### src/ppc_pkg.sv
// Package with register layouts, reset values and codes for the pin decoder.
package ppc_pkg;

   // ---------------------------------------------------------------
   // Register indices of the pin-driven register image
   // ---------------------------------------------------------------
   localparam logic [2:0] REG_HS_MODES = 3'h0;
   localparam logic [2:0] REG_AUX_MODES = 3'h1;
   localparam logic [2:0] REG_RX_SETTINGS = 3'h2;
   localparam logic [2:0] REG_TERM_PULSE_AB = 3'h3;
   localparam logic [2:0] REG_TERM_PULSE_CD = 3'h4;
   localparam logic [2:0] REG_RX_EQ_AB = 3'h5;
   localparam logic [2:0] REG_RX_EQ_CD = 3'h6;
   localparam logic [2:0] REG_TX_SETTINGS = 3'h7;
   localparam int NUM_REGS = 8;

   // ---------------------------------------------------------------
   // Field positions
   // ---------------------------------------------------------------
   localparam int MODES_ENABLE_BIT = 6;
   localparam int MODES_MODE_LSB = 4;
   localparam int MODES_SRC_LSB = 0;
   localparam int RX_TERM_BIT = 0;
   localparam int TX_PE_LSB = 3;
   localparam int TX_OTO_BIT = 1;
   localparam int OUTPUT_CURRENT_FIELD_BIT = 0;

   // ---------------------------------------------------------------
   // Fixed codes and reset values
   // ---------------------------------------------------------------
   localparam logic [1:0] MODE_QUAD = 2'h0;
   localparam logic [7:0] TERM_PULSE_OFF = 8'h00;
   localparam logic [7:0] REG_RESET = 8'h00;
   localparam logic [7:0] HS_MODES_RESET = 8'h00;
   localparam logic [7:0] AUX_MODES_RESET = 8'h40;
   localparam logic [7:0] RX_SETTINGS_RESET = 8'h01;

   typedef enum logic [1:0] {
      PPC_SRC_A, PPC_SRC_B, PPC_SRC_C, PPC_SRC_D
   } ppc_src_e;

   typedef enum logic [1:0] {
      PPC_PE_NONE, PPC_PE_LOW, PPC_PE_MED, PPC_PE_HIGH
   } ppc_pe_e;

endpackage

### src/ppc_sync.sv
// Two-flop synchroniser for a bus of strap pins.
`timescale 1ns/1ps
module ppc_sync
   import ppc_pkg::*;
#(
   parameter int WIDTH = 8
) (
   // Clock and reset
   input wire logic clk,
   input wire logic nrst,
   // Data
   input wire logic [WIDTH-1:0] din,
   output logic [WIDTH-1:0] dout
);

   logic [WIDTH-1:0] stage1;

   always_ff @(posedge clk or negedge nrst) begin
      if (!nrst) begin
         stage1 <= '0;
         dout <= '0;
      end else begin
         stage1 <= din;
         dout <= stage1;
      end
   end

endmodule

### src/ppc_onehot.sv
// Two-bit code to four-way one-hot select decoder.
`timescale 1ns/1ps
module ppc_onehot
   import ppc_pkg::*;
(
   // Code in
   input wire logic [1:0] code,
   // One-hot out
   output logic [3:0] onehot
);

   genvar i;
   generate
      for (i = 0; i < 4; i++) begin : g_dec
         assign onehot[i] = (code == 2'(i));
      end
   endgenerate

endmodule

### src/ppc_parallel_pin_config_decoder.sv
// Strap-pin decoder that builds the register image and drive settings.
`timescale 1ns/1ps
module ppc_parallel_pin_config_decoder
   import ppc_pkg::*;
(
   // Clock and reset
   input wire logic clk,
   input wire logic nrst,
   // Strap pins
   input wire logic hs_channel_enable_pin,
   input wire logic [1:0] source_select_pins,
   input wire logic equalization_level_pin,
   input wire logic [1:0] preemphasis_level_pins,
   input wire logic output_termination_pin,
   input wire logic output_current_pin,
   // Serial interface takeover
   input wire logic serial_access,
   input wire logic [2:0] serial_addr,
   input wire logic [7:0] serial_wdata,
   input wire logic serial_write,
   // Register image read port
   input wire logic [2:0] read_addr,
   output logic [7:0] read_data,
   // Register image
   output logic [7:0] high_speed_switch_modes,
   output logic [7:0] auxiliary_switch_modes,
   output logic [7:0] receiver_settings,
   output logic [7:0] input_termination_pulse_ab,
   output logic [7:0] input_termination_pulse_cd,
   output logic [7:0] receive_equalizer_ab,
   output logic [7:0] receive_equalizer_cd,
   output logic [7:0] transmitter_settings,
   // Decoded drive settings
   output logic hs_channels_on,
   output logic [3:0] hs_source_onehot,
   output logic [3:0] aux_source_onehot,
   output logic equalization_high,
   output logic [1:0] preemphasis_level,
   output logic output_termination_on,
   output logic output_current_high,
   output logic parallel_active
);

   // ---------------------------------------------------------------
   // Pin synchronisation
   // ---------------------------------------------------------------
   logic [7:0] pins_raw;
   logic [7:0] pins;
   logic [3:0] next_src_onehot;

   assign pins_raw = {hs_channel_enable_pin, source_select_pins,
      equalization_level_pin, preemphasis_level_pins,
      output_termination_pin, output_current_pin};

   ppc_sync #(.WIDTH(8)) u_sync (
      .clk(clk),
      .nrst(nrst),
      .din(pins_raw),
      .dout(pins)
   );

   logic pin_en;
   logic [1:0] pin_src;
   logic pin_eq;
   logic [1:0] pin_pe;
   logic pin_oto;
   logic pin_ocl;

   assign pin_en = pins[7];
   assign pin_src = pins[6:5];
   assign pin_eq = pins[4];
   assign pin_pe = pins[3:2];
   assign pin_oto = pins[1];
   assign pin_ocl = pins[0];

   ppc_onehot u_dec (
      .code(pin_src),
      .onehot(next_src_onehot)
   );

   // ---------------------------------------------------------------
   // Serial source decode
   // ---------------------------------------------------------------
   logic [3:0] wr_src_onehot;

   ppc_onehot u_wr_dec (
      .code(serial_wdata[MODES_SRC_LSB +: 2]),
      .onehot(wr_src_onehot)
   );

   // ---------------------------------------------------------------
   // Ownership: pins until first serial access
   // ---------------------------------------------------------------
   always_ff @(posedge clk or negedge nrst) begin
      if (!nrst) begin
         parallel_active <= 1'b1;
      end else if (serial_access) begin
         parallel_active <= 1'b0;
      end
   end

   logic take_pins;
   assign take_pins = parallel_active && !serial_access;

   // ---------------------------------------------------------------
   // Serial write select
   // ---------------------------------------------------------------
   logic [NUM_REGS-1:0] wr_sel;

   always_comb begin
      wr_sel = '0;
      if (!serial_write || take_pins) begin
         wr_sel = '0;
      end else if (serial_addr == REG_HS_MODES) begin
         wr_sel[REG_HS_MODES] = 1'b1;
      end else if (serial_addr == REG_AUX_MODES) begin
         wr_sel[REG_AUX_MODES] = 1'b1;
      end else if (serial_addr == REG_RX_SETTINGS) begin
         wr_sel[REG_RX_SETTINGS] = 1'b1;
      end else if (serial_addr == REG_TERM_PULSE_AB) begin
         wr_sel[REG_TERM_PULSE_AB] = 1'b1;
      end else if (serial_addr == REG_TERM_PULSE_CD) begin
         wr_sel[REG_TERM_PULSE_CD] = 1'b1;
      end else if (serial_addr == REG_RX_EQ_AB) begin
         wr_sel[REG_RX_EQ_AB] = 1'b1;
      end else if (serial_addr == REG_RX_EQ_CD) begin
         wr_sel[REG_RX_EQ_CD] = 1'b1;
      end else begin
         wr_sel[REG_TX_SETTINGS] = 1'b1;
      end
   end

   // ---------------------------------------------------------------
   // Register image
   // ---------------------------------------------------------------
   logic [7:0] next_hs;
   logic [7:0] next_aux;
   logic [7:0] next_tx;
   logic [7:0] next_eq;

   always_comb begin
      next_hs = 8'h00;
      next_hs[MODES_ENABLE_BIT] = pin_en;
      next_hs[MODES_MODE_LSB +: 2] = MODE_QUAD;
      next_hs[MODES_SRC_LSB +: 2] = pin_src;
      next_aux = 8'h00;
      next_aux[MODES_ENABLE_BIT] = 1'b1;
      next_aux[MODES_MODE_LSB +: 2] = MODE_QUAD;
      next_aux[MODES_SRC_LSB +: 2] = pin_src;
      next_tx = 8'h00;
      next_tx[TX_PE_LSB -: 2] = pin_pe;
      next_tx[TX_OTO_BIT] = pin_oto;
      next_tx[OUTPUT_CURRENT_FIELD_BIT] = pin_ocl;
      next_eq = {8{pin_eq}};
   end

   // Each register is reloaded every cycle while the pins govern; the receiver and pulse registers take fixed values.
   always_ff @(posedge clk or negedge nrst) begin
      if (!nrst) begin
         high_speed_switch_modes <= HS_MODES_RESET;
      end else if (take_pins) begin
         high_speed_switch_modes <= next_hs;
      end else if (wr_sel[REG_HS_MODES]) begin
         high_speed_switch_modes <= serial_wdata;
      end
   end

   always_ff @(posedge clk or negedge nrst) begin
      if (!nrst) begin
         auxiliary_switch_modes <= AUX_MODES_RESET;
      end else if (take_pins) begin
         auxiliary_switch_modes <= next_aux;
      end else if (wr_sel[REG_AUX_MODES]) begin
         auxiliary_switch_modes <= serial_wdata;
      end
   end

   always_ff @(posedge clk or negedge nrst) begin
      if (!nrst) begin
         receiver_settings <= RX_SETTINGS_RESET;
      end else if (take_pins) begin
         receiver_settings <= RX_SETTINGS_RESET;
      end else if (wr_sel[REG_RX_SETTINGS]) begin
         receiver_settings <= serial_wdata;
      end
   end

   always_ff @(posedge clk or negedge nrst) begin
      if (!nrst) begin
         input_termination_pulse_ab <= TERM_PULSE_OFF;
      end else if (take_pins) begin
         input_termination_pulse_ab <= TERM_PULSE_OFF;
      end else if (wr_sel[REG_TERM_PULSE_AB]) begin
         input_termination_pulse_ab <= serial_wdata;
      end
   end

   always_ff @(posedge clk or negedge nrst) begin
      if (!nrst) begin
         input_termination_pulse_cd <= TERM_PULSE_OFF;
      end else if (take_pins) begin
         input_termination_pulse_cd <= TERM_PULSE_OFF;
      end else if (wr_sel[REG_TERM_PULSE_CD]) begin
         input_termination_pulse_cd <= serial_wdata;
      end
   end

   always_ff @(posedge clk or negedge nrst) begin
      if (!nrst) begin
         receive_equalizer_ab <= REG_RESET;
      end else if (take_pins) begin
         receive_equalizer_ab <= next_eq;
      end else if (wr_sel[REG_RX_EQ_AB]) begin
         receive_equalizer_ab <= serial_wdata;
      end
   end

   always_ff @(posedge clk or negedge nrst) begin
      if (!nrst) begin
         receive_equalizer_cd <= REG_RESET;
      end else if (take_pins) begin
         receive_equalizer_cd <= next_eq;
      end else if (wr_sel[REG_RX_EQ_CD]) begin
         receive_equalizer_cd <= serial_wdata;
      end
   end

   always_ff @(posedge clk or negedge nrst) begin
      if (!nrst) begin
         transmitter_settings <= REG_RESET;
      end else if (take_pins) begin
         transmitter_settings <= next_tx;
      end else if (wr_sel[REG_TX_SETTINGS]) begin
         transmitter_settings <= serial_wdata;
      end
   end

   // ---------------------------------------------------------------
   // Decoded drive settings
   // ---------------------------------------------------------------
   always_ff @(posedge clk or negedge nrst) begin
      if (!nrst) begin
         hs_channels_on <= 1'b0;
      end else if (take_pins) begin
         hs_channels_on <= pin_en;
      end else if (wr_sel[REG_HS_MODES]) begin
         hs_channels_on <= serial_wdata[MODES_ENABLE_BIT];
      end
   end

   always_ff @(posedge clk or negedge nrst) begin
      if (!nrst) begin
         hs_source_onehot <= 4'h1;
      end else if (take_pins) begin
         hs_source_onehot <= next_src_onehot;
      end else if (wr_sel[REG_HS_MODES]) begin
         hs_source_onehot <= wr_src_onehot;
      end
   end

   always_ff @(posedge clk or negedge nrst) begin
      if (!nrst) begin
         aux_source_onehot <= 4'h1;
      end else if (take_pins) begin
         aux_source_onehot <= next_src_onehot;
      end else if (wr_sel[REG_AUX_MODES]) begin
         aux_source_onehot <= wr_src_onehot;
      end
   end

   always_ff @(posedge clk or negedge nrst) begin
      if (!nrst) begin
         equalization_high <= 1'b0;
      end else if (take_pins) begin
         equalization_high <= pin_eq;
      end
   end

   always_ff @(posedge clk or negedge nrst) begin
      if (!nrst) begin
         preemphasis_level <= PPC_PE_NONE;
      end else if (take_pins) begin
         preemphasis_level <= pin_pe;
      end else if (wr_sel[REG_TX_SETTINGS]) begin
         preemphasis_level <= serial_wdata[TX_PE_LSB -: 2];
      end
   end

   always_ff @(posedge clk or negedge nrst) begin
      if (!nrst) begin
         output_termination_on <= 1'b0;
      end else if (take_pins) begin
         output_termination_on <= pin_oto;
      end else if (wr_sel[REG_TX_SETTINGS]) begin
         output_termination_on <= serial_wdata[TX_OTO_BIT];
      end
   end

   always_ff @(posedge clk or negedge nrst) begin
      if (!nrst) begin
         output_current_high <= 1'b0;
      end else if (take_pins) begin
         output_current_high <= pin_ocl;
      end else if (wr_sel[REG_TX_SETTINGS]) begin
         output_current_high <= serial_wdata[OUTPUT_CURRENT_FIELD_BIT];
      end
   end

   // ---------------------------------------------------------------
   // Register image read port
   // ---------------------------------------------------------------
   always_ff @(posedge clk or negedge nrst) begin
      if (!nrst) begin
         read_data <= 8'h00;
      end else if (read_addr == REG_HS_MODES) begin
         read_data <= high_speed_switch_modes;
      end else if (read_addr == REG_AUX_MODES) begin
         read_data <= auxiliary_switch_modes;
      end else if (read_addr == REG_RX_SETTINGS) begin
         read_data <= receiver_settings;
      end else if (read_addr == REG_TERM_PULSE_AB) begin
         read_data <= input_termination_pulse_ab;
      end else if (read_addr == REG_TERM_PULSE_CD) begin
         read_data <= input_termination_pulse_cd;
      end else if (read_addr == REG_RX_EQ_AB) begin
         read_data <= receive_equalizer_ab;
      end else if (read_addr == REG_RX_EQ_CD) begin
         read_data <= receive_equalizer_cd;
      end else begin
         read_data <= transmitter_settings;
      end
   end

endmodule

### config.mk
export PLATFORM = sky130hd
export DESIGN_NAME = ppc_parallel_pin_config_decoder
export DESIGN_NICKNAME = d
export VERILOG_FILES = /design/src/ppc_pkg.sv /design/src/ppc_sync.sv /design/src/ppc_onehot.sv /design/src/ppc_parallel_pin_config_decoder.sv
export SDC_FILE = /design/constraint.sdc
export NUM_CORES = 1
export LEC_CHECK = 0
export ABC_AREA = 1
export CAP_MARGIN = 20
export CORE_MARGIN = 4
export CORE_UTILIZATION = 60
export CTS_CLUSTER_SIZE = 40
export DETAILED_ROUTE_END_ITERATION = 7
export DONT_BUFFER_PORTS = 1
export GPL_ROUTABILITY_DRIVEN = 0
export PLACE_DENSITY_LB_ADDON = 0.3
export SYNTH_ARGS = -nofsm -noshare
export SYNTH_HDL_FRONTEND = slang
export SYNTH_SLANG_ARGS = --single-unit
### constraint.sdc
create_clock -name clk -period 2.35 [get_ports clk]
set_clock_uncertainty 0.2 [all_clocks]
set_input_delay 0.47 -clock clk [delete_from_list [all_inputs] [get_ports clk]]
set_output_delay 0.47 -clock clk [all_outputs]
set_load 0.03 [all_outputs]
Word-level counts from Yosys, hierarchy flattened
Index checks and enable logic that the tools add are counted.
W data, S select, Z words.
{"block": "op_classes", "n_eq_ne": 18, "mux": 50, "n_reduce_logical": 16}
{"cell": "$mux W8", "n": 24}
{"cell": "$mux W4", "n": 5}
{"cell": "$eq A3 B3 Y1 const B", "n": 6}
{"cell": "$reduce_bool A2 Y1", "n": 8}
{"cell": "$mux W1", "n": 14}
{"cell": "$eq A3 B2 Y1 const B", "n": 4}
{"cell": "$eq A2 B2 Y1 const B", "n": 4}
{"cell": "$mux W7", "n": 1}
{"cell": "$eq A3 B1 Y1 const B", "n": 2}
{"cell": "$logic_not A3 Y1", "n": 2}
{"cell": "$mux W2", "n": 3}
{"cell": "$mux W6", "n": 1}
{"cell": "$mux W5", "n": 1}
{"cell": "$eq A2 B1 Y1 const B", "n": 2}
{"cell": "$logic_not A2 Y1", "n": 2}
{"cell": "$mux W3", "n": 1}
{"cell": "$logic_not A1 Y1", "n": 2}
{"cell": "$logic_and A1 B1 Y1", "n": 1}
{"cell": "$logic_or A1 B1 Y1", "n": 1}
{"block": "totals", "reg_bits": 103, "inputBits": 26, "output_inout_bits": 87, "word_cells": 103}

Logic depth before layout (Yosys ltp)
Gate-level depths: netlist of the first run.
{"block": "depth", "ltp_word": 11, "mapped_depth": 14, "ltp_nobuf": 13}

Modules after synthesis
Synthesis of the first run repeated with hierarchy kept, for this count alone.
{"block": "unflattened", "hier_cells": 505, "hier_area_um2": 4297.9}
{"module": "ppc_parallel_pin_config_decoder", "instances": 1, "cells_per_inst": 475, "area_per_inst_um2": 3844.9, "seq_area_each_um2": 2058.2}
{"module": "ppc_sync", "instances": 1, "cells_per_inst": 16, "area_per_inst_um2": 400.4, "seq_area_each_um2": 400.4}
{"module": "ppc_onehot", "instances": 2, "cells_per_inst": 7, "area_per_inst_um2": 26.3, "seq_area_each_um2": 0.0}

Worst setup path before layout of the first run
Ideal clock, no wire load.
{"block": "synth_timing", "kind": "reg2reg", "start": "register parallel_active", "end": "register receive_equalizer_ab[1]", "setup_time_ns": 0.142, "arrival_time_ns": 1.461, "required_time_ns": 2.008, "setup_slack_ns": 0.547, "stages_incl_launch_ff": 8, "path_buffers": 2, "synth_period_minus_slack_ns": 1.803, "path_cell_list": "dfstp_2 > inv_1 > nor2_2 > inv_1 > buf_2 > nand2_1 > buf_2 > a31oi_1"}
{"block": "synth_between", "elab_chain_len": 4, "word_cells_on_any_way": 5, "cone_classes": "2 x mux; 3 x reduce/logical"}
{"element": "start: declaration", "line": "ppc_parallel_pin_config_decoder.sv:41", "source": "output logic parallel_active"}
{"element": "start signal: assignment", "line": "ppc_parallel_pin_config_decoder.sv:96", "source": "parallel_active <= 1'b1;"}
{"element": "start signal: assignment", "line": "ppc_parallel_pin_config_decoder.sv:98", "source": "parallel_active <= 1'b0;"}
{"element": "$logic_and A1 B1 Y1 (*)", "line": "ppc_parallel_pin_config_decoder.sv:103", "source": "assign take_pins = parallel_active && !serial_access;"}
{"element": "$logic_or A1 B1 Y1", "line": "ppc_parallel_pin_config_decoder.sv:112", "source": "if (!serial_write || take_pins) begin"}
{"element": "$mux W8", "line": "ppc_parallel_pin_config_decoder.sv:112"}
{"element": "$reduce_bool A2 Y1 (no source line)"}
{"element": "end signal: assignment", "line": "ppc_parallel_pin_config_decoder.sv:212", "source": "receive_equalizer_ab <= next_eq;"}
{"element": "end signal: assignment", "line": "ppc_parallel_pin_config_decoder.sv:214", "source": "receive_equalizer_ab <= serial_wdata;"}
{"element": "end: declaration", "line": "ppc_parallel_pin_config_decoder.sv:30", "source": "output logic [7:0] receive_equalizer_ab,"}
Mark *: on every way between the ends. The rest lies on a longest branch, timed or not.
A chain may end at the register's enable or synchronous reset.

Final worst setup path of the first run
{"block": "layout_timing", "start": "register parallel_active", "end": "register hs_source_onehot[3]"}
{"block": "layout_between", "elab_chain_len": 4, "word_cells_on_any_way": 5, "cone_classes": "2 x mux; 3 x reduce/logical"}
{"element": "$logic_and A1 B1 Y1 (*)", "line": "ppc_parallel_pin_config_decoder.sv:103"}
{"element": "$logic_or A1 B1 Y1", "line": "ppc_parallel_pin_config_decoder.sv:112"}
{"element": "$mux W8", "line": "ppc_parallel_pin_config_decoder.sv:112"}
{"element": "$reduce_bool A2 Y1 (no source line)"}
{"element": "end signal: assignment", "line": "ppc_parallel_pin_config_decoder.sv:255", "source": "hs_source_onehot <= next_src_onehot;"}
{"element": "end signal: assignment", "line": "ppc_parallel_pin_config_decoder.sv:257", "source": "hs_source_onehot <= wr_src_onehot;"}
{"element": "end: declaration", "line": "ppc_parallel_pin_config_decoder.sv:35", "source": "output logic [3:0] hs_source_onehot,"}
Marks and branches as above.

==> flow_summary.json, run 1 <==
{
  "cts_num_sinks": 98,
  "postSynthAreaPerCell_um2": 8.64,
  "io_buffers": 0,
  "p_sw_share_pct": 40.2,
  "cp.required_ps": 2390,
  "htree_levels": 3,
  "path_buf_inv": 3,
  "post_layout_nonfiller_instances": 604,
  "grt_usage_pct": 25.6,
  "cts_made_buffers": 9,
  "status": "finished, violations left",
  "final_common_cell": "nand2_1",
  "slew_headroom_pct": 56.7,
  "syn_area_um2": 4310,
  "cts_tree": "yes",
  "critPathCaptureType": "flop",
  "ant_nets": 0,
  "drv_slew": 0,
  "synth_cells": 499,
  "p_per_area_nw_per_um2": 949,
  "grt_max_degree": 99,
  "hold_viol": 98,
  "ctsResizeCount": 0,
  "crit_slowest_cell": "dfstp_2",
  "n_antenna_cell": 0,
  "seqPwrFrac_pct": 64.4,
  "grt_overflow": 0,
  "p_total_w": 0.00441,
  "layout_common_cells": "nand2_1 (135), dfrtp_1 (93), o21ai_0 (45)",
  "cp_top_family": "simple AND/OR/NAND/NOR gates",
  "post_drt_wl_per_cell_um": 17.8,
  "rsz0062_at_grt": "false",
  "arrival_ps": 2070,
  "holdBufCountCts": 8,
  "p_clk_share_pct": 24.0,
  "drc": 0,
  "hp-class": "in -> async",
  "violations": "negative hold slack",
  "synth_top_cell_area_share_pct": 54.0,
  "grt_pass1_vias": 3190,
  "via_count": 3420,
  "crit_path_max_fanout": 19,
  "maxCapViolations": 0,
  "fp.dieH_um": 92.8,
  "routed_wl_um": 10800,
  "seq_area_frac_synth_pct": 57.0,
  "dieArea_um2": 8600,
  "coreArea_um2": 6870,
  "finish.net_count": 529,
  "finalCriticalPeriod_ps": 2020,
  "io_pins": 113,
  "first_pass_iters": 5,
  "switchingPower_w": 0.00178,
  "slowest_delay_ps": 540,
  "cp_common_cell": "inv_1",
  "grt_pass1_wl_um": 16800,
  "clock.fmax_ghz": 0.494,
  "preCtsSetupSlack_ps": 350,
  "rows": 30,
  "setup_ws_ps": 327,
  "min_period_over_period_pct": 86.1,
  "avgViaCountPerCell": 5.66,
  "synthToLayoutAreaGrowth_pct": 7.78,
  "setup_viol": 0,
  "combPwrFrac_pct": 11.5,
  "post-cts-setup-buffers": 0,
  "holdWs_ps": -416,
  "drtIter0Drc": 286,
  "antenna_found_initial": 0,
  "yosys.area.top_type": "dfrtp_1",
  "syn_nets": 525,
  "clk_latency_ps": 360,
  "crit_path_cell_trace": "inv_1, nor2_2, inv_1, or2_2, nand2_1, inv_1, nand2_1, a21oi_1",
  "yosysWarningCount": 0,
  "fin_setup_tns_ps": 0,
  "path_clk_slew_ps": 100,
  "yosys_register_bits": 98,
  "drive_above_1_share_pct": 11.2,
  "p_leak_nw": 2.30,
  "cts_root_buffer": "clkbuf_8",
  "initial_core_util_pct": 62.8,
  "ys_types": 30,
  "path_class": "reg -> reg",
  "dp_hpwl_um": 7530,
  "dp.cells": 580,
  "fp.dieW_um": 92.8,
  "cts_buffer_depth": 2,
  "tightest_slew_ps": 650,
  "ir_drop_v": 0.000565,
  "worst_setup_path_start_kind": "flop",
  "p_int_w": 0.00264,
  "synth_area_leaders": "dfrtp_1 (54%), nand2_1 (12%), o21ai_0 (5.2%), nand3_1 (3.8%), inv_1 (3.3%)"
}
## per-stage QoR
| step | hold WS, ps | cell area (um2) | util [%] |
|---|---|---|---|
| 6_report | -416 | 4650 | 67.6 |
| 3_5_place_dp | -23.3 | 4370 | 63.6 |
| 3_3_place_gp | -22.8 | 4370 | 63.6 |
| 4_1_cts | -420 | 4650 | 67.6 |
| 5_1_grt | -429 | 4650 | 67.6 |
| 2_1_floorplan | -25.6 | 4310 | - |
## sequential cells by signal, indices dropped and copies added (netlist names), 8 cells and up
| register | count |
|---|---|
| receive_equalizer_cd | 8 |
| input_termination_pulse_cd | 8 |
| u_sync.dout | 8 |
| receive_equalizer_ab | 8 |
| read_data | 8 |
| input_termination_pulse_ab | 8 |
| receiver_settings | 8 |
| auxiliary_switch_modes | 8 |
| high_speed_switch_modes | 8 |
| u_sync.stage1 | 8 |
| transmitter_settings | 8 |
## synth_stat cells, drive strengths merged
cell,count
or2,3
nand3,35
o22ai,1
o21ai,55
mux2,3
dfstp,5
a31oi,14
nand4,6
clkbuf,7
nand2,136
a21oi,23
dfrtp,93
o21bai,1
nor2,43
inv,50
nor3,1
o211ai,4
buf,19
## cell families after synthesis
logic type | synth area share (%)
compound gates | 12.1
buf+inv | 7.69
flops | 57.0
mux | 0.784
simple gates | 22.4
## final cells by class
cell class,instances,area [um2]
Fill cell,559,2220
Clock inverter,5,42.5
Timing Repair Buffer,19,163
Multi-Input combinational cell,325,1520
Inverter,50,190
Tap cell,96,120
Clock buffer,11,151
Sequential cell,98,2460
## power by group through the flow
stage	Sequential (W)	Combinational (W)	Clock, W
floorplan	0.00272	0.000460	0
CTS	0.00284	0.000505	0.00107
detailed placement	0.00288	0.000488	0
global route	0.00287	0.000593	0.00115
finish	0.00284	0.000508	0.00106
global placement	0.00287	0.000472	0
## worst paths after layout
| kind | startpoint | end | slack, ps | cells after the start |
|---|---|---|---|---|
| max | parallel_active$_DFFE_PN1P_ | hs_source_onehot[3]$_DFFE_PN0P_ | 330 | 8 |
| max in group asynchronous | nrst | auxiliary_switch_modes[6]$_DFFE_PN1P_ | 2150 | 0 |
| min reg2reg | u_sync.stage1[5]$_DFF_PN0_ | u_sync.dout[5]$_DFF_PN0_ | 150 | 0 |
| max reg2reg | parallel_active$_DFFE_PN1P_ | hs_source_onehot[3]$_DFFE_PN0P_ | 330 | 8 |
| min | nrst | receiver_settings[3]$_DFFE_PN0P_ | -420 | 0 |
| min in group clk | serial_wdata[6] | auxiliary_switch_modes[6]$_DFFE_PN1P_ | 70 | 2 |
## worst reg2reg max path: stages, from the launching register on
cell     delay [ps]
dfstp_2         540
inv_1            50
nor2_2           90
inv_1           260
or2_2           390
nand2_1         140
inv_1           100
nand2_1          80
a21oi_1          70
## metal layers
metal | part of all wire, % | GRT usage [%] | wire [um] | vias up
met5 | 0 | 0 | 0 | -
met4 | 2.7 | 10.4 | 288 | 0
met3 | 10 | 9.59 | 1100 | 24
met2 | 46 | 38.8 | 4960 | 152
met1 | 41 | 33.2 | 4410 | 1624
li1 | - | - | - | 1620
(Power assumes the default switching activity.)
==> inputs of run 2 (changes only) <==
- SYNTH_HIERARCHICAL: unset -> 1
==> run 2 against run 1 <==
  * Via count rose by 3.1%
  * Largest power group unchanged
  * Maximum frequency fell by 3.7%
  * Routed wire length rose by 1.3%
  * Register-to-register slack got worse by 80 ps
  * Critical endpoint is now input_termination_pulse_cd[0]$_DFFE_PN0P_
  * The run still ends with negative hold slack left
  * Combinational power fell by 1%
==> flow_summary.json, run 2 <==
{
  "postSynthAreaPerCell_um2": 8.51,
  "drv_slew": 0,
  "p_leak_nw": 2.25,
  "synth_cells": 505,
  "antenna_found_initial": 0,
  "slew_headroom_pct": 31.1,
  "seq_area_frac_synth_pct": 57.2,
  "cp.required_ps": 2350,
  "violations": "negative hold slack",
  "yosysMostFrequentCell": "nand2_1",
  "muxShareOfSynthArea_pct": 0,
  "routed_wl_um": 10900,
  "synth-main-ff-cell": "dfrtp_1",
  "finish.net_count": 528,
  "ant_nets": 0,
  "post_drt_wl_per_cell_um": 18.1,
  "synth_top_family_by_area": "simple AND/OR/NAND/NOR gates",
  "ctsResizeCount": 0,
  "cts_made_buffers": 9,
  "fin_setup_tns_ps": 0,
  "hp-class": "in -> async",
  "synth_area_leaders": "dfrtp_1 (54%), nand2_1 (12%), o21ai_0 (5.7%), nor2_1 (4.8%), a31oi_1 (4.2%)",
  "drc": 0,
  "yosys.area_share.simple_pct": 22.0,
  "reg2reg_slack_ps": 250,
  "critPathCaptureType": "flop",
  "p_total_w": 0.00443,
  "worst_setup_path_start_kind": "flop",
  "arrival_ps": 2100,
  "rr_endpoint": "input_termination_pulse_cd[0]$_DFFE_PN0P_",
  "cts_buffer_depth": 2,
  "hold_viol": 98,
  "path_clk_slew_ps": 90,
  "syn_nets": 531,
  "coreArea_um2": 6870,
  "tightest_slew_ps": 1030,
  "crit_path_max_fanout": 19,
  "synth_xor_xnor_area_share_pct": 0,
  "initial_core_util_pct": 62.6,
  "first_pass_iters": 7,
  "finalCriticalPeriod_ps": 2100,
  "n_antenna_cell": 0,
  "grt_usage_pct": 26.5,
  "drive_above_1_share_pct": 6.52,
  "io_buffers": 0,
  "dp_hpwl_um": 7670,
  "ir_drop_v": 0.000527,
  "cts_tree": "yes",
  "clock.fmax_ghz": 0.476,
  "synthTopCellsByCount": "nand2_1 (133), dfrtp_1 (93), nor2_1 (55)",
  "holdBufCountCts": 8,
  "p_per_area_nw_per_um2": 969,
  "synthAdderAreaFrac_pct": 0,
  "yosys_register_bits": 98,
  "rsz0062_at_grt": "false",
  "drtIter0Drc": 416,
  "synth_compound_area_share_pct": 13.1,
  "dieArea_um2": 8580,
  "setup_viol": 0,
  "path_class": "reg -> reg",
  "synth_top_cell_area_share_pct": 54.1,
  "cts_num_sinks": 98,
  "ys_types": 22,
  "fp.dieH_um": 92.6,
  "via_count": 3526,
  "maxCapViolations": 0,
  "syn_area_um2": 4300,
  "clk_latency_ps": 360,
  "min_period_over_period_pct": 89.4,
  "fp.dieW_um": 92.6,
  "holdWs_ps": -414,
  "reg2reg_depth": 5,
  "htree_levels": 3,
  "grt_max_degree": 99,
  "synth_async_sr_flop_share_pct": 100,
  "synthToLayoutAreaGrowth_pct": 6.32,
  "layout_common_cells": "nand2_1 (133), dfrtp_1 (93), nor2_1 (55)",
  "yosysWarningCount": 6,
  "final_common_cell": "nand2_1",
  "rows": 30,
  "grt_pass1_vias": 3252,
  "avgViaCountPerCell": 5.86,
  "io_pins": 113,
  "grt_pass1_wl_um": 17400,
  "status": "finished, violations left",
  "grt_overflow": 0,
  "yosys.area.top_type": "dfrtp_1",
  "cts_root_buffer": "clkbuf_8",
  "post-cts-setup-buffers": 0,
  "r2r_start": "parallel_active$_DFFE_PN1P_",
  "synth-edff-count": 0
}
## run 2: how the worst max path moves through the flow
| stage | depth (start not counted) | end | startpoint |
|---|---|---|---|
| 3_3_place_gp | 6 | transmitter_settings[1]$_DFFE_PN0P_ | parallel_active$_DFFE_PN1P_ |
| 3_5_place_dp | 5 | input_termination_pulse_cd[0]$_DFFE_PN0P_ | parallel_active$_DFFE_PN1P_ |
| 2_1_floorplan | 8 | receive_equalizer_ab[7]$_DFFE_PN0P_ | parallel_active$_DFFE_PN1P_ |
| 5_1_grt | 5 | input_termination_pulse_ab[0]$_DFFE_PN0P_ | parallel_active$_DFFE_PN1P_ |
| 4_1_cts | 5 | input_termination_pulse_cd[0]$_DFFE_PN0P_ | parallel_active$_DFFE_PN1P_ |
| 6_report | 5 | input_termination_pulse_cd[0]$_DFFE_PN0P_ | parallel_active$_DFFE_PN1P_ |
## run 2: cell type report
| type | count | area [um2] |
|---|---|---|
| Inverter | 48 | 180 |
| Fill cell | 557 | 2300 |
| Tap cell | 96 | 120 |
| Sequential cell | 98 | 2460 |
| Clock buffer | 9 | 124 |
| Multi-Input combinational cell | 333 | 1510 |
| Clock inverter | 6 | 66.3 |
| Timing Repair Buffer | 12 | 110 |
## run 2: cells by family after synthesis
kind of cell	count (synthesis)
AOI/OAI and AO/OA	104
buffers and inverters	74
and+or+nand+nor	229
DFF	98
## run 2: power by group
part           switching (W)  internal (W)  leakage (nW)  total (W)
logic               0.000293      0.000209         0.983   0.000502
clock network       0.000583      0.000490        0.0994    0.00107
registers           0.000880       0.00197          1.16    0.00285
total                0.00176       0.00267          2.25    0.00443
## run 2: worst max-delay path, cell delays in order, from the launching register on
cell,delay [ps]
dfstp_2,430
inv_1,70
nor2_1,50
buf_4,190
a21oi_1,770
o21ai_0,220
## run 2: stage by stage
step	instances	worst slack [ps]	cell area [um2]	utilization, %	hold slack [ps]
after floorplan	505	567	4300	-	-25.6
after global placement	578	295	4290	62.5	-22.7
after detailed placement	578	257	4290	62.5	-22.8
after CTS	601	236	4560	66.4	-418
after global routing	602	17.8	4570	66.5	-432
final	602	249	4570	66.5	-414
## run 2: layer usage
metal	vias up	wire [um]	global-route usage (%)
li1	1636	-	-
met1	1683	4370	34.6
met2	177	5000	40.3
met3	30	1180	8.77
met4	0	347	12.3
met5	-	0	0
==> inputs of run 3 (changes only) <==
- CORE_MARGIN: 4 -> 8
- SLEW_MARGIN: unset -> 5
==> run 3 against run 2 <==
  * The flow still finishes with violations (negative hold slack)
  * Hold slack gained 8.0 ps
  * Sequential power is essentially flat
  * Routed wire length grew 4.1%
  * Critical path type unchanged
  * Highest routed layer unchanged
==> flow_summary.json, run 3 (synthesis gave the netlist of run 2 again) <==
{
  "grt_usage_pct": 23.3,
  "setup_ws_ps": 234,
  "p_per_area_nw_per_um2": 946,
  "reg2reg_slack_ps": 230,
  "worst_setup_path_start_kind": "flop",
  "post-cts-setup-buffers": 0,
  "preCtsSetupSlack_ps": 263,
  "grt_max_degree": 99,
  "min_period_over_period_pct": 90.1,
  "post_drt_wl_per_cell_um": 18.6,
  "clk_latency_ps": 360,
  "crit_path_cell_trace": "inv_1, nor2_1, buf_4, inv_2, nand2_1, nor2_1, a31oi_1",
  "crit_slowest_cell": "dfstp_2",
  "reg2reg_depth": 7,
  "fin_setup_tns_ps": 0,
  "rows": 31,
  "via_count": 3466,
  "p_total_w": 0.00433,
  "n_antenna_cell": 0,
  "initial_core_util_pct": 60.5,
  "critPathCaptureType": "flop",
  "violations": "negative hold slack",
  "finalCriticalPeriod_ps": 2120,
  "path_clk_slew_ps": 90,
  "tightest_slew_ps": 1040,
  "hp-class": "in -> async",
  "path_class": "reg -> reg",
  "critPathLaunch": "parallel_active$_DFFE_PN1P_",
  "htree_levels": 3,
  "antenna_found_initial": 0,
  "grt_pass1_vias": 3296,
  "routed_wl_um": 11300,
  "cts_num_sinks": 98,
  "grt_overflow": 0,
  "fp.dieW_um": 101,
  "io_buffers": 0,
  "drv_slew": 0,
  "finish.net_count": 532,
  "coreArea_um2": 7100,
  "maxCapViolations": 0,
  "final_common_cell": "nand2_1",
  "cts_tree": "yes",
  "endpoint": "receive_equalizer_ab[3]$_DFFE_PN0P_",
  "setup_viol": 0,
  "holdWs_ps": -406,
  "first_pass_iters": 5,
  "synthToLayoutAreaGrowth_pct": 6.40,
  "hold_viol": 98,
  "slowest_delay_ps": 540,
  "fp.dieH_um": 101,
  "avgViaCountPerCell": 5.69,
  "p_leak_nw": 2.24,
  "fin_util_pct": 64.4,
  "dp_hpwl_um": 8130,
  "holdBufCountCts": 8,
  "layout_common_cells": "nand2_1 (133), dfrtp_1 (93), nor2_1 (55)",
  "drc": 0,
  "drtIter0Drc": 194,
  "clock.fmax_ghz": 0.473,
  "rsz0062_at_grt": "false",
  "rr_endpoint": "receive_equalizer_ab[3]$_DFFE_PN0P_",
  "cp.required_ps": 2420,
  "cts_made_buffers": 9,
  "io_pins": 113,
  "slew_headroom_pct": 30.5,
  "status": "finished, violations left",
  "arrival_ps": 2190,
  "cts_buffer_depth": 2,
  "ctsResizeCount": 0,
  "ant_nets": 0,
  "r2r_start": "parallel_active$_DFFE_PN1P_",
  "cts_root_buffer": "clkbuf_8",
  "cp_common_cell": "nor2_1",
  "grt_pass1_wl_um": 17900,
  "dieArea_um2": 10100,
  "crit_path_max_fanout": 28,
  "drive_above_1_share_pct": 6.86,
  "ir_drop_v": 0.000451
}
run 3: power by group:
part           total (W)  internal [W]  switching, W
clock network   0.000950      0.000382      0.000568
logic           0.000530      0.000214      0.000316
registers        0.00285       0.00197      0.000874
total            0.00433       0.00257       0.00176
run 3: area by class of cell:
class | instances | area [um2]
multi-input combinational | 333 | 1510
sequential | 98 | 2460
clock inverter | 4 | 28.8
tap | 99 | 124
inverter | 48 | 180
clock buffer | 11 | 131
fill | 583 | 2520
timing repair buffer | 16 | 140
run 3: worst max-delay path: cells and delay by family (launching register included):
family | cells | cell delay (ps)
flops | 1 | 540
compound gates | 1 | 170
simple gates | 3 | 630
buf+inv | 3 | 470
run 3: how the worst min path moves through the flow:
| stage | slack [ps] | cells past startpoint | endpoint |
|---|---|---|---|
| after detailed placement | -20 | 0 | receive_equalizer_cd[6]$_DFFE_PN0P_ |
| after global placement | -20 | 0 | receive_equalizer_cd[1]$_DFFE_PN0P_ |
| after floorplan | -30 | 0 | aux_source_onehot[1]$_DFFE_PN0P_ |
| after CTS | -420 | 0 | read_data[7]$_DFF_PN0_ |
| after global routing | -430 | 0 | read_data[4]$_DFF_PN0_ |
| final | -410 | 0 | receive_equalizer_cd[5]$_DFFE_PN0P_ |
run 3: layer usage:
layer / up-vias / share of wire, % / global-route usage, %
met5: - / 0 / 0
met4: 0 / 2.3 / 9.65
met3: 22 / 13 / 10.6
met2: 167 / 45 / 34.8
met1: 1630 / 39 / 28.4
li1: 1647 / - / -
run 3: through the flow:
step / instance area, um2 / std cells
3_5_place_dp: 4320 / 584
5_1_grt: 4570 / 609
2_1_floorplan: 4300 / 505
3_3_place_gp: 4320 / 584
4_1_cts: 4560 / 607
6_report: 4570 / 609
